<file path="src/pkg/pfd_map.svh">
`ifndef PFD_MAP_SVH
`define PFD_MAP_SVH

// local bus and instruction word layout
`define PFD_BUS_W 32
`define PFD_OP_HI 31
`define PFD_OP_LO 16
`define PFD_OP_W 16
`define PFD_GRP_HI 15
`define PFD_GRP_LO 12
`define PFD_EXT_BIT 11

// fetch address handling
`define PFD_RESET_PC 32'h0000_0000
`define PFD_ADDR_STEP 32'h0000_0004
`define PFD_WORD_MASK 32'hffff_fffc
`define PFD_ALIGN_HI 1
`define PFD_ALIGN_ZERO 2'h0

// opcode groups that the early decode table tells apart
`define PFD_GRP_LOAD 4'h2
`define PFD_GRP_STORE 4'h3
`define PFD_GRP_BRANCH 4'h6

// instruction length in 16-bit words
`define PFD_LEN_ONE 2'h1
`define PFD_LEN_TWO 2'h2
`define PFD_LEN_THREE 2'h3

// operand pipe execution cycles
`define PFD_EXEC_BASE 2'h1
`define PFD_EXEC_MEMRD 2'h2

`endif

</file>
<file path="src/pkg/pfd_pkg.sv">
`include "pfd_map.svh"

package pfd_pkg;

    // control vector produced by the early decode stage
    typedef struct packed {
        logic [1:0] len;
        logic mem_read;
        logic mem_write;
        logic branch;
        logic [1:0] exec_cycles;
    } pfd_ctrl_t;

    // one machine instruction handed to the operand execution pipe
    typedef struct packed {
        logic [`PFD_BUS_W-1:0] addr;
        logic [`PFD_BUS_W-1:0] instr;
        pfd_ctrl_t ctrl;
    } pfd_item_t;

    // opcode indexes a fixed table of control vectors
    function automatic pfd_ctrl_t pfd_decode(input logic [`PFD_OP_W-1:0] op);
        pfd_ctrl_t c;
        c = '0;
        c.len = `PFD_LEN_ONE;
        c.exec_cycles = `PFD_EXEC_BASE;
        case (op[`PFD_GRP_HI:`PFD_GRP_LO])
            `PFD_GRP_LOAD: begin
                c.mem_read = 1'h1;
                c.len = `PFD_LEN_TWO;
            end
            `PFD_GRP_STORE: begin
                c.mem_write = 1'h1;
                c.len = `PFD_LEN_TWO;
            end
            `PFD_GRP_BRANCH: begin
                c.branch = 1'h1;
                c.len = op[`PFD_EXT_BIT] ? `PFD_LEN_THREE : `PFD_LEN_TWO;
            end
            default: begin
                c.len = `PFD_LEN_ONE;
            end
        endcase
        // memory reads pay one extra cycle for the pipelined bus
        if (c.mem_read) begin
            c.exec_cycles = `PFD_EXEC_MEMRD;
        end
        return c;
    endfunction : pfd_decode

endpackage : pfd_pkg

</file>
<file path="src/pfd_skid_buf.sv">
`timescale 1ns/1ps

// two-entry buffer: an output register plus one skid slot
module pfd_skid_buf (
    input wire logic i_clk,
    input wire logic i_nrst,
    input wire logic i_flush,
    input wire logic i_valid,
    input wire pfd_pkg::pfd_item_t i_data,
    output logic o_ready,
    output logic o_valid,
    output pfd_pkg::pfd_item_t o_data,
    input wire logic i_ready
);
    import pfd_pkg::*;

    logic skid_v;
    pfd_item_t skid_d;
    logic out_free;

    // ready comes from a flop so the upstream path stays short
    assign o_ready = ~skid_v;
    assign out_free = ~o_valid | i_ready;

    // occupancy flags
    always_ff @(posedge i_clk or negedge i_nrst) begin
        if (!i_nrst) begin
            o_valid <= 1'h0;
            skid_v <= 1'h0;
        end else if (i_flush) begin
            o_valid <= 1'h0;
            skid_v <= 1'h0;
        end else if (out_free) begin
            o_valid <= skid_v | i_valid;
            skid_v <= 1'h0;
        end else if (i_valid && !skid_v) begin
            skid_v <= 1'h1; // receiver stalled, park the word
        end
    end

    // data slots
    always_ff @(posedge i_clk or negedge i_nrst) begin
        if (!i_nrst) begin
            o_data <= '0;
            skid_d <= '0;
        end else if (out_free) begin
            if (skid_v) begin
                o_data <= skid_d;
            end else if (i_valid) begin
                o_data <= i_data;
            end
        end else if (i_valid && !skid_v) begin
            skid_d <= i_data;
        end
    end

endmodule : pfd_skid_buf

</file>
<file path="src/pfd_fetch.sv">
`timescale 1ns/1ps
`include "pfd_map.svh"

module pfd_fetch (
    input wire logic i_clk,
    input wire logic i_nrst,
    input wire logic i_redirect,
    input wire logic [`PFD_BUS_W-1:0] i_redirect_addr,
    output logic o_bus_req,
    output logic [`PFD_BUS_W-1:0] o_bus_addr,
    input wire logic [`PFD_BUS_W-1:0] i_bus_rdata,
    output logic o_inst_valid,
    output pfd_pkg::pfd_item_t o_inst,
    input wire logic i_inst_ready
);
    import pfd_pkg::*;

    // bus_array_cycle and bus_return_cycle trackers
    logic a1_v;
    logic [`PFD_BUS_W-1:0] a1_addr;
    logic a2_v;
    logic [`PFD_BUS_W-1:0] a2_addr;
    // early_decode_stage holding register
    logic ed_v;
    logic [`PFD_BUS_W-1:0] ed_addr;
    logic [`PFD_BUS_W-1:0] ed_instr;
    // control between stages
    logic buf_in_ready;
    logic ed_hold;
    logic replay;
    logic kill;
    logic [`PFD_BUS_W-1:0] next_fetch_addr;
    pfd_item_t ed_item;

    // the bus cannot be stalled, so a word returning into a blocked
    // decode stage is dropped and refetched instead of being stored
    assign ed_hold = ed_v & ~buf_in_ready;
    assign replay = a2_v & ed_hold;
    assign kill = i_redirect | replay;

    // fetch_address_stage: redirect beats replay beats sequential
    always_comb begin
        next_fetch_addr = o_bus_addr;
        if (i_redirect) begin
            next_fetch_addr = i_redirect_addr & `PFD_WORD_MASK;
        end else if (replay) begin
            next_fetch_addr = a2_addr;
        end else if (o_bus_req) begin
            next_fetch_addr = o_bus_addr + `PFD_ADDR_STEP;
        end
    end

    // request drive: memory registers o_bus_addr at every edge with o_bus_req
    always_ff @(posedge i_clk or negedge i_nrst) begin
        if (!i_nrst) begin
            o_bus_req <= 1'h0;
            o_bus_addr <= `PFD_RESET_PC;
        end else begin
            o_bus_req <= 1'h1;
            o_bus_addr <= next_fetch_addr;
        end
    end

    // fetch_access_stage_one follows the memory's array cycle
    always_ff @(posedge i_clk or negedge i_nrst) begin
        if (!i_nrst) begin
            a1_v <= 1'h0;
            a1_addr <= `PFD_RESET_PC;
        end else begin
            a1_v <= o_bus_req & ~kill;
            a1_addr <= o_bus_addr;
        end
    end

    // fetch_access_stage_two follows the return cycle; data arrives here
    always_ff @(posedge i_clk or negedge i_nrst) begin
        if (!i_nrst) begin
            a2_v <= 1'h0;
            a2_addr <= `PFD_RESET_PC;
        end else begin
            a2_v <= a1_v & ~kill;
            a2_addr <= a1_addr;
        end
    end

    // early_decode_stage valid: cleared by redirect, held while queue is full
    always_ff @(posedge i_clk or negedge i_nrst) begin
        if (!i_nrst) begin
            ed_v <= 1'h0;
        end else if (i_redirect) begin
            ed_v <= 1'h0;
        end else if (!ed_hold) begin
            ed_v <= a2_v;
        end
    end

    // capture the returned word at the end of the return cycle
    always_ff @(posedge i_clk or negedge i_nrst) begin
        if (!i_nrst) begin
            ed_addr <= `PFD_RESET_PC;
            ed_instr <= '0;
        end else if (!ed_hold) begin
            ed_addr <= a2_addr;
            ed_instr <= i_bus_rdata;
        end
    end

    // decode runs during the early decode cycle, off the bus return path
    always_comb begin
        ed_item.addr = ed_addr;
        ed_item.instr = ed_instr;
        ed_item.ctrl = pfd_decode(ed_instr[`PFD_OP_HI:`PFD_OP_LO]);
    end

    // instruction_queue: its output register is the instruction register,
    // loaded with opcode, extension and control vector in one edge
    pfd_skid_buf u_queue (
        .i_clk(i_clk),
        .i_nrst(i_nrst),
        .i_flush(i_redirect),
        .i_valid(ed_v),
        .i_data(ed_item),
        .o_ready(buf_in_ready),
        .o_valid(o_inst_valid),
        .o_data(o_inst),
        .i_ready(i_inst_ready)
    );
endmodule : pfd_fetch

</file>
<file path="config.mk">
export PLATFORM = sky130hd
export DESIGN_NAME = pfd_fetch
export DESIGN_NICKNAME = d
export VERILOG_FILES = /design/src/pkg/pfd_pkg.sv /design/src/pfd_skid_buf.sv /design/src/pfd_fetch.sv
export VERILOG_INCLUDE_DIRS = /design/src /design/src/pkg
export SDC_FILE = /design/constraint.sdc
export NUM_CORES = 1
export LEC_CHECK = 0
export BUFFER_PORTS_ARGS = -buffer_cell sky130_fd_sc_hd__buf_2
export CORE_ASPECT_RATIO = 2
export CORE_MARGIN = 4
export CORE_UTILIZATION = 40
export CTS_BUF_LIST = sky130_fd_sc_hd__clkbuf_4
export DETAILED_ROUTE_END_ITERATION = 8
export HOLD_SLACK_MARGIN = 0.03
export SLEW_MARGIN = 5
export SYNTH_ARGS = -nofsm -noshare
export SYNTH_HDL_FRONTEND = slang
export SYNTH_SLANG_ARGS = --single-unit
</file>
<file path="constraint.sdc">
create_clock -name i_clk -period 1.6 [get_ports i_clk]
set_input_delay 0.08 -clock i_clk [delete_from_list [all_inputs] [get_ports i_clk]]
set_output_delay 0.08 -clock i_clk [all_outputs]
set_load 0.02 [all_outputs]
</file>
## Yosys cells after proc, flatten, opt, wreduce, memory -nomap -nowiden

Index checks and enable logic that the tools add are counted.

- Memories kept: 0
- Logic and storage cells: 67
- Memory bits (writable): 0
- Bits in latches: 0
- Flip-flop bits (word level): 308
- ROM bits: 0

- Equality and inequality tests: 4
- Add/sub/neg operators: 1
- Shift-type cells: 0
- Multiplexer cells: 18
- Multipliers: 0
- Divide/modulo/power cells: 0
- Reductions and logical operators: 9
- $lt $le $gt $ge: 0
- Bitwise gates (word level): 10

Operator list:

| kind | number |
|---|---|
| 71-bit 2-to-1 mux | 2 |
| 32-bit 2-to-1 mux | 3 |
| 32-bit by 3-bit adder with 32-bit output (second input constant) | 1 |
| 1-bit 2-to-1 mux | 11 |
| 4-bit by 2-bit == test with 1-bit output (second input constant) | 2 |
| 3-bit nonzero test | 2 |
| 1-bit bitwise AND | 4 |
| 4-bit by 3-bit == test with 1-bit output (second input constant) | 1 |
| 2-bit case mux with 2 select lines | 1 |
| 2-bit AND reduction | 2 |
| 2-bit nonzero test | 2 |
| 1-bit NOT | 3 |
| 1-bit bitwise OR | 3 |
| 2-bit 2-to-1 mux | 1 |
| 2-bit != test (second input constant) | 1 |
| 2-bit OR reduction | 1 |
| 1-bit logical AND | 1 |
| 1-bit zero test | 1 |

## Longest topological paths before layout

Gate-level depths: netlist of the first run.

- Depth in word-level cells: 5
- Mapped depth: 8
- Gate-level depth less buffers: 6

## Modules after synthesis

Synthesis of the first run repeated with hierarchy kept, for this count alone.

- Cell total of the unflattened synthesis: 901
- Area, all modules: 13,096.3 sq um

By module, submodules not included:

| module | cells an instance | area each (sq um) | times used | sequential area each (sq um) |
|---|---|---|---|---|
| pfd_skid_buf | 388 | 6,620.1 | 1 | 3,603.5 |
| pfd_fetch | 513 | 6,476.2 | 1 | 4,103.9 |

## Least setup slack after synthesis of the first run

OpenSTA, ideal clock, no wires.

- Path kind: flip-flop to flip-flop
- From: register o_bus_addr[2]
- To: register o_bus_addr[26]
- Setup time: 0.121 ns
- Path buffers: 0
- Stages on the path, launching flop included: 7
- Data arrival time: 1.663 ns
- Path slack: -0.184 ns
- Cells stage by stage: dfrtp_1 -> ha_1 -> and3_1 -> nand2_1 -> nor4_2 -> a31oi_1 -> o22a_1

- Word-level cells in the longest chain between the ends: 4

Ends and longest elaborated chain:

| element | RTL line | RTL |
|---|---|---|
| from (decl) | pfd_fetch.sv:10 | `` output logic [`PFD_BUS_W-1:0] o_bus_addr, `` |
| from (signal assigned) | pfd_fetch.sv:57 | `` o_bus_addr <= `PFD_RESET_PC; `` |
| from (signal assigned) | pfd_fetch.sv:60 | `o_bus_addr <= next_fetch_addr;` |
| 32-bit by 3-bit adder with 32-bit output (no source line) | -- |  |
| 32-bit 2-to-1 mux | pfd_fetch.sv:48 | `end else if (o_bus_req) begin` |
| 32-bit 2-to-1 mux | pfd_fetch.sv:46 | `end else if (replay) begin` |
| 32-bit 2-to-1 mux | pfd_fetch.sv:44 | `if (i_redirect) begin` |

No other way between the ends. The select of a mux whose other input is x is not followed.
A chain may end at the register's enable or synchronous reset.

## Worst setup path in the final report of the first run

- From: register o_bus_addr[13]
- To: register o_bus_addr[20]

Same word-level chain as after synthesis.

==> results of run 1 <==
[layout make-up]
cell class,instances,area share
Inverter,7,0.00155
Tap cell,368,0.0272
Antenna cell,1,0.000148
Multi-Input combinational cell,751,0.271
Timing Repair Buffer,378,0.195
Clock buffer,101,0.0448
Clock inverter,21,0.00650
Sequential cell,306,0.454
[stage by stage]
step	setup WS, ns	TNS [ns]	power [mW]	cells
6_report	-0.0290	-0.0290	17.9	1933
4_1_cts	-0.0456	-0.0729	18.1	1912
2_1_floorplan	-0.00306	-0.00306	10.3	1131
3_3_place_gp	-0.0961	-0.383	11.5	1694
5_1_grt	-0.0745	-2.39	19.0	1933
3_5_place_dp	-0.0956	-0.952	11.6	1694
[path summary, 6_finish.rpt]
| path | slack [ns] | endpoint | depth (start not counted) | start |
|---|---|---|---|---|
| max in group asynchronous | 0.69 | u_queue.o_data[4] | 4 | i_nrst |
| hold / removal | 0.14 | o_bus_addr[16] | 3 | i_redirect_addr[16] |
| min in group asynchronous | 0.48 | o_bus_addr[14] | 4 | i_nrst |
| hold reg to reg | 0.34 | a2_addr[20] | 0 | a1_addr[20] |
| setup / recovery | -0.03 | o_bus_addr[20] | 6 | o_bus_addr[13] |
| setup reg to reg | -0.03 | o_bus_addr[20] | 6 | o_bus_addr[13] |
[repair_timing]
item | 4_1_cts | 5_1_grt
pin swaps | 2 | 10
hold buffers | 82 | 0
setup endpoints to repair | 84 | 99
buffers inserted | 15 | 7
hold endpoints to repair | 375 | 0
gates cloned | 0 | 13
resized for setup | 63 | 82
[flip-flops by register name, indices dropped and copies added, names as in the netlist, 32 cells and up]
| name | count |
|---|---|
| ed_addr | 32 |
| a1_addr | 32 |
| ed_instr | 32 |
| a2_addr | 32 |
| u_queue.o_data | 70 |
| u_queue.skid_d | 70 |
| o_bus_addr | 32 |
[power groups by stage]
stage	clock network (mW)	registers, mW	logic (mW)
2_1_floorplan	0	9.56	0.748
3_3_place_gp	0	9.12	2.40
3_5_place_dp	0	9.16	2.43
4_1_cts	6.37	9.01	2.74
5_1_grt	6.79	9.10	3.05
6_report	6.07	9.01	2.81
[cell usage after synthesis (9+ instances only)]
| master | count | area share |
|---|---|---|
| o21ai_0 | 101 | 0.041 |
| nand2_1 | 313 | 0.095 |
| nand3_1 | 14 | 0.0057 |
| nor2b_1 | 9 | 0.0045 |
| buf_2 | 32 | 0.013 |
| dfrtp_1 | 306 | 0.62 |
| clkbuf_1 | 30 | 0.0091 |
| a21oi_1 | 36 | 0.015 |
| mux2_2 | 65 | 0.059 |
| mux2i_1 | 64 | 0.052 |
| nor2_1 | 32 | 0.0097 |
[tightest hold or removal path, delay by kind of cell]
family	cells	cell delay, ns
buf+inv	2	0.63
mux	1	0.14
[cell families after synthesis]
logic type      after synthesis
compound gates              192
xor+xnor                      7
fa+ha+maj                     1
buf+inv                      74
flops                       306
mux                         129
other cells                   1
simple gates                421
[cells in the final DEF, fill, tap and decap left out, types with 4 or more instances in the layout]
master	n
clkinv_1	14
dfrtp_2	23
nand2_2	7
a31oi_1	8
o21ai_0	73
nor3_1	7
dlygate4sd3_1	81
a22oi_1	6
nand2_1	304
inv_1	7
nor2_2	5
o221ai_1	4
clkbuf_16	10
a2bb2oi_1	5
o31ai_1	4
dfrtp_1	282
xnor2_1	6
nand2b_1	5
clkbuf_4	101
inv_2	4
o21ai_1	29
buf_4	77
nor4_4	4
mux2i_1	64
buf_12	13
nor2_1	27
a21oi_1	36
nor2b_1	9
buf_6	40
buf_8	4
nand4_1	6
buf_2	147
nand3_1	14
buf_16	6
mux2_2	65
[per-layer routing]
| layer | GRT usage | vias to the layer above | part of all wire |
|---|---|---|---|
| met5 | 0 | - | 0 |
| met4 | 0.0954 | 0 | 0.039 |
| met3 | 0.0369 | 78 | 0.043 |
| met2 | 0.348 | 292 | 0.54 |
| met1 | 0.216 | 4679 | 0.37 |
| li1 | - | 4669 | - |
==> flow_summary.toml, run 1 <==
[status]
status = "complete, but fails checks"
violations = "setup timing"

[setup_path]
slowest_delay_ns = 0.40
critPathRequiredTime_ns = 2.25
crit_slowest_cell = "dfrtp_2"
path_delay_family = "simple AND/OR/NAND/NOR gates"
crit_arrival_ns = 2.28
worstSetupPathType = "reg -> reg"
crit_buf_inv = 1
cp_max_fo = 4
worstPathCellList = "and4_2, nand3_1, buf_4, nor2_1, a31oi_1, o2bb2ai_1"
start_kind = "register"
cp-end-kind = "register"

[clocking]
clock_path_buffers = 3
clkTransAtPathRegs_ns = 0.06
root_buffer = "clkbuf_4"
htreeDepth = 3
cts_tree = "yes"
cts_sinks = 306
numCtsBuffers = 73
clk_latency_ns = 0.75

[power_and_ir_drop]
seq_power_share = 0.504
p_comb_frac = 0.157
netSwitchingPower_mw = 5.08
p_clk_frac = 0.339
p_per_area_mw_per_mm2 = 1060
p_leak_nw = 8.10
p_int_mw = 12.8
swShare = 0.284
vdd_drop_max_v = 0.000434

[yosys]
synth_top_family_by_area = "simple AND/OR/NAND/NOR gates"
syn_area_per_cell_um2 = 11.0
synth_edf_count = 0
syn_inst = 1131
synth_compound_area_frac = 0.0906
async_flop_share = 1.00
yosys_warnings = 0
synthMuxAreaShare = 0.111
synth-simple-area-share = 0.148
synth_area_mm2 = 0.0124
synth_xor_area_frac = 0.00495
ys_ff_latch = 306
synth_fp_nets = 1200
synth-adder-area-share = 0.00101
ys_seq_area_frac = 0.618
synth.distinct_cells = 58
synth_ff_type = "dfrtp_1"

[layout]
nFillCells = 2662
layout.area.seq_mm2 = 0.00769
area_delta_synth_final_pct = 36.7
multi_input_area_mm2 = 0.00458
utilization = 0.557
drive_gt1_frac = 0.346
fin_nets = 1586
stdcell_area_mm2 = 0.0169

[sta]
setup_viol = 1
rsz0062_at_grt = "yes"
finClkSkew_ns = 0.0451
period_share = 1.02
worst_slack_ns = -0.0290
maxSlewViolCount = 0
whs_ns = 0.142
fin_crit_ns = 1.63
clock.fmax_mhz = 614
hold_violations = 0

[place]
gp_congestion = 0.924
dp_hpwl_um = 22000
placed_area_mm2 = 0.0144
io_buffers = 170

[global_route]
antenna_found_initial = 1
overflow = 0
grt_max_degree = 67
grt_pass1_vias = 9861
grt_pass1_wl_um = 52200
gr-usage-all-layers = 0.193

[routing]
vias = 9718
wirelength_um = 34500
wl_per_cell_um = 17.9
drt_iter0_drc = 436
drtPass1Iterations = 5
ant_nets = 0
drc = 0
vias_per_cell = 5.03

[floorplan]
die_area_mm2 = 0.0340
start_util = 0.408
die_h_um = 257
io_pins = 173
fp.dieW_um = 132
core_mm2 = 0.0304
num_rows = 90

[min_path]
hold_class = "in -> reg"

[job]
maxCapViolCount = 0
No activity file was read; power rests on OpenSTA's default activity.
==> inputs of run 2 (changes only) <==
--- a/config.mk
+++ b/config.mk
@@ -13,6 +13,7 @@
 export CTS_BUF_LIST = sky130_fd_sc_hd__clkbuf_4
 export DETAILED_ROUTE_END_ITERATION = 8
 export HOLD_SLACK_MARGIN = 0.03
+export RECOVER_POWER = 50
 export SLEW_MARGIN = 5
 export SYNTH_ARGS = -nofsm -noshare
 export SYNTH_HDL_FRONTEND = slang
==> run 2 against run 1 <==
Effect of this change: the run still ends with setup timing left; sequential power hardly changed; via count hardly changed; die area stayed put; sequential cell count stayed put; cell count stayed put; sequential share of layout area is 0.33 points higher; largest cell class unchanged; utilization is 0.42 points lower; final area is 0.76% lower; register-to-register slack hardly changed; non-clock buffer count stayed put.
==> flow_summary.toml, run 2 (synthesis results as in run 1) <==
[status]
status = "complete, but fails checks"
violations = "setup timing"

[floorplan]
io_pins = 173
num_rows = 90
die_area_mm2 = 0.0340
die_h_um = 257
core_mm2 = 0.0304
start_util = 0.408
fp.dieW_um = 132

[sta]
rsz0062_at_grt = "yes"
finalSetupTns_ns = -0.0175
worst_slack_ns = -0.0175
maxSlewViolCount = 0
worstMarginPinSlew_ns = 0.941
slew_headroom = 0.373
hold_violations = 0
fin_crit_ns = 1.62
clock.fmax_mhz = 618
setup_viol = 1
period_share = 1.01
finClkSkew_ns = 0.0444

[layout]
largest_registers = "u_queue.o_data (70), u_queue.skid_d (70)"
area_delta_synth_final_pct = 35.6
stdcell_count = 1933
stdcell_area_mm2 = 0.0168
fin_nets = 1586
nFillCells = 2686
layout.area.seq_mm2 = 0.00769
multi_input_area_mm2 = 0.00458
final_cell_mix = "nand2_1, dfrtp_1, buf_2, clkbuf_4, dlygate4sd3_1"
layout_commonest_cell = "nand2_1"
drive_gt1_frac = 0.336

[power_and_ir_drop]
p_per_area_mw_per_mm2 = 1060
p_leak_nw = 8.03
vdd_drop_max_v = 0.000433
power_mw = 17.8

[clocking]
clock_path_buffers = 3
numCtsBuffers = 73
cts_sinks = 306
clk_latency_ns = 0.74
htreeDepth = 3
root_buffer = "clkbuf_4"
cts_tree = "yes"
clkTransAtPathRegs_ns = 0.06

[global_route]
overflow = 0
grt_max_degree = 67
grt_pass1_vias = 9861
grt_pass1_wl_um = 52200
gr-usage-all-layers = 0.193
antenna_found_initial = 1

[routing]
drtPass1Iterations = 5
vias = 9716
wirelength_um = 34500
drt_iter0_drc = 402
ant_nets = 0
vias_per_cell = 5.03
drc = 0
wl_per_cell_um = 17.8

[setup_path]
rr_endpoint = "o_bus_addr[20]"
crit_slowest_cell = "dfrtp_2"
critPathRequiredTime_ns = 2.25
start_kind = "register"
setup.worst_path.start = "o_bus_addr[13]"
cp_max_fo = 4
cp-endpoint = "o_bus_addr[20]"
rr_startpoint = "o_bus_addr[13]"
r2r_setup_slack_ns = -0.02
slowest_delay_ns = 0.40
worstPathCellList = "and4_2, nand3_1, buf_4, nor2_1, a31oi_1, o2bb2ai_1"
reg2reg_depth = 6
worstSetupPathType = "reg -> reg"
crit_arrival_ns = 2.27
cp-end-kind = "register"

[place]
gp_congestion = 0.924
io_buffers = 170
placed_area_mm2 = 0.0144
dp_hpwl_um = 22000
dp.cells = 1694

[job]
maxCapViolCount = 0

[min_path]
hold_class = "in -> reg"
min_from = "i_redirect_addr[16]"
## run 2: power by group
part	total, mW	internal [mW]	switching, mW
clock	6.06	3.07	2.99
combinational	2.76	1.20	1.56
sequential	9.01	8.49	0.515
## run 2: metal layers
layer	part of all wire	GRT usage	vias to the layer above
met1	0.38	0.216	4677
met5	0	0	-
li1	-	-	4677
met4	0.040	0.0954	0
met3	0.041	0.0369	76
met2	0.54	0.348	286
## run 2: stage by stage
stage / hold WS [ns] / utilization / setup slack [ns]
floorplan: -0.216 / - / -0.00306
global placement: 0.0204 / 0.473 / -0.0961
detailed placement: 0.0268 / 0.473 / -0.0956
CTS: 0.0495 / 0.539 / -0.0456
global route: 0.0772 / 0.553 / -0.0827
finish: 0.145 / 0.553 / -0.0175
## run 2: cell type report
| class | count | area share |
|---|---|---|
| clock buffer | 101 | 0.0451 |
| tap | 368 | 0.0274 |
| multi-input combinational | 751 | 0.273 |
| clock inverter | 21 | 0.00655 |
| inverter | 7 | 0.00156 |
| timing repair buffer | 378 | 0.189 |
| antenna | 1 | 0.000149 |
| sequential | 306 | 0.457 |
## run 2: how the worst min path moves through the flow
| stage | endpoint | cells after the start |
|---|---|---|
| 4_1_cts | ed_instr[3] | 3 |
| 3_3_place_gp | a1_addr[15] | 1 |
| 5_1_grt | ed_instr[0] | 3 |
| 2_1_floorplan | a1_addr[0] | 0 |
| 3_5_place_dp | a1_addr[15] | 1 |
| 6_report | o_bus_addr[16] | 3 |
## run 2: timing repair
item / in CTS / in global routing
buffers inserted: 15 / 7
hold buffers: 82 / 0
endpoints found under the setup margin: 84 / 99
gates resized for setup: 63 / 82
cloned: 0 / 13
pin swaps: 2 / 10
endpoints found under the hold margin: 375 / 0
## run 2: worst max-delay path: cells and delay by family (launching register included)
kind	cells	cell delay, ns
buf+inv	1	0.21
simple gates	3	0.68
compound gates	2	0.26
flops	1	0.40
==> inputs of run 3 (changes only) <==
--- a/config.mk
+++ b/config.mk
@@ -8,13 +8,12 @@
 export LEC_CHECK = 0
 export BUFFER_PORTS_ARGS = -buffer_cell sky130_fd_sc_hd__buf_2
 export CORE_ASPECT_RATIO = 2
-export CORE_MARGIN = 4
 export CORE_UTILIZATION = 40
 export CTS_BUF_LIST = sky130_fd_sc_hd__clkbuf_4
 export DETAILED_ROUTE_END_ITERATION = 8
 export HOLD_SLACK_MARGIN = 0.03
 export RECOVER_POWER = 50
-export SLEW_MARGIN = 5
+export SKIP_CTS_REPAIR_TIMING = 1
 export SYNTH_ARGS = -nofsm -noshare
 export SYNTH_HDL_FRONTEND = slang
 export SYNTH_SLANG_ARGS = --single-unit
==> run 3 against run 2 <==
Effect of this change: the flow still finishes with violations (setup timing); largest cell class unchanged; clock skew decreased by 0.0044 ns; critical path type unchanged; sequential cell count unchanged; utilization decreased by 0.40 points.
==> flow_summary.toml, run 3 (synthesis results as in run 1) <==
[floorplan]
start_util = 0.409
fp.dieW_um = 126
core_mm2 = 0.0303
io_pins = 173
die_area_mm2 = 0.0317
num_rows = 90
die_h_um = 251

[routing]
vias_per_cell = 5.00
wirelength_um = 32300
drtPass1Iterations = 5
drc = 0
drt_iter0_drc = 400
ant_nets = 0
wl_per_cell_um = 16.7
vias = 9669

[power_and_ir_drop]
p_leak_nw = 7.95
seq_power_share = 0.500
p_int_mw = 13.0
vdd_drop_max_v = 0.000537
netSwitchingPower_mw = 5.05
swShare = 0.280
p_per_area_mw_per_mm2 = 1080
p_comb_frac = 0.149
p_clk_frac = 0.351

[global_route]
antenna_found_initial = 1
overflow = 0
gr-usage-all-layers = 0.203
grt_pass1_vias = 9312
grt_pass1_wl_um = 49500
grt_max_degree = 72

[sta]
slew_headroom = 0.408
setup_viol = 11
clock.fmax_mhz = 578
hold_violations = 0
worstMarginPinSlew_ns = 0.888
period_share = 1.08
fin_crit_ns = 1.73
rsz0062_at_grt = "yes"
worst_slack_ns = -0.130
maxSlewViolCount = 0
finalSetupTns_ns = -0.556
finClkSkew_ns = 0.0400

[setup_path]
r2r_setup_slack_ns = -0.13
critPathRequiredTime_ns = 2.18
start_kind = "register"
reg2reg_depth = 5
rr_endpoint = "o_bus_addr[24]"
cp_max_fo = 5
crit_arrival_ns = 2.31
cp-end-kind = "register"
rr_startpoint = "o_bus_addr[13]"
worstSetupPathType = "reg -> reg"

[clocking]
clk_latency_ns = 0.73
cts_sinks = 306
root_buffer = "clkbuf_4"
clock_path_buffers = 3
cts_tree = "yes"
numCtsBuffers = 72
htreeDepth = 3
clkTransAtPathRegs_ns = 0.07

[place]
gp_congestion = 0.898
dp_hpwl_um = 21500
io_buffers = 170
dp.cells = 1701

[min_path]
hold_end = "ed_instr[13]"
min_from = "i_bus_rdata[13]"
hold_class = "in -> reg"
hold_depth = 3

[job]
maxCapViolCount = 0

[layout]
layout_commonest_cell = "nand2_1"
stdcell_count = 1932
area_delta_synth_final_pct = 34.2
drive_gt1_frac = 0.338
fin_nets = 1579
largest_registers = "u_queue.o_data (70), u_queue.skid_d (70)"
final_cell_mix = "nand2_1, dfrtp_1, buf_2, clkbuf_4, o21ai_0"

[status]
status = "complete, but fails checks"
violations = "setup timing"
==> run 3: cell types whose count changed in the layout (fill, tap and decap cells not counted), moves of 7 or more <==
cell and change:
nand2_1 +7, buf_4 +15, o21ai_0 +20, clkbuf_16 -9, o21ai_1 -21, buf_12 +10
==> run 3: stage by stage <==
step	instance area, µm²	setup slack, ns	util	hold WS (ns)	power (mW)
3_3_place_gp	14400	-0.0481	0.477	-0.0431	11.5
3_5_place_dp	14400	-0.0604	0.477	-0.0404	11.6
5_1_grt	16600	-0.158	0.549	0.0578	19.0
6_report	16600	-0.130	0.549	0.117	18.0
4_1_cts	15400	-0.118	0.507	-0.871	18.0
2_1_floorplan	12500	-0.00306	-	-0.216	10.3
==> run 3: power by group through the flow <==
stage	Combinational [mW]	Clock (mW)	Sequential, mW
2_1_floorplan	0.748	0	9.56
3_3_place_gp	2.39	0	9.11
3_5_place_dp	2.42	0	9.15
4_1_cts	2.43	6.61	9.00
5_1_grt	2.93	7.00	9.10
6_report	2.68	6.33	9.01
==> run 3: final cells by class <==
cell class | count | area, µm²
timing repair buffer | 372 | 2950
inverter | 7 | 26.3
multi-input combinational | 751 | 4590
sequential | 306 | 7680
clock inverter | 16 | 87.6
clock buffer | 111 | 833
fill | 2728 | 13700
antenna | 1 | 2.50
tap | 368 | 460
==> run 3: critical path, cell delays in order (launching register included) <==
cell and delay (ns):
dfrtp_2 0.44, and4_4 0.28, nand4_4 0.17, nor4_4 0.39, xnor2_1 0.18, o221ai_2 0.11
==> run 3: worst max path at each step <==
stage	start	endpoint	slack (ns)	cells past startpoint
after CTS	o_bus_req	o_bus_req	-0.12	2
after floorplan	o_bus_addr[4]	o_bus_addr[21]	-0.003	7
final	o_bus_addr[13]	o_bus_addr[24]	-0.13	5
after detailed placement	o_bus_addr[6]	o_bus_addr[24]	-0.06	6
after global placement	o_bus_addr[3]	o_bus_addr[16]	-0.05	6
after global routing	o_bus_addr[12]	o_bus_addr[24]	-0.16	5
==> run 3: per-layer routing <==
| layer | part of all wire | global-route usage | up-vias |
|---|---|---|---|
| li1 | - | - | 4657 |
| met1 | 0.37 | 0.227 | 4631 |
| met2 | 0.53 | 0.358 | 298 |
| met3 | 0.053 | 0.0458 | 83 |
| met4 | 0.039 | 0.105 | 0 |
| met5 | 0 | 0 | - |
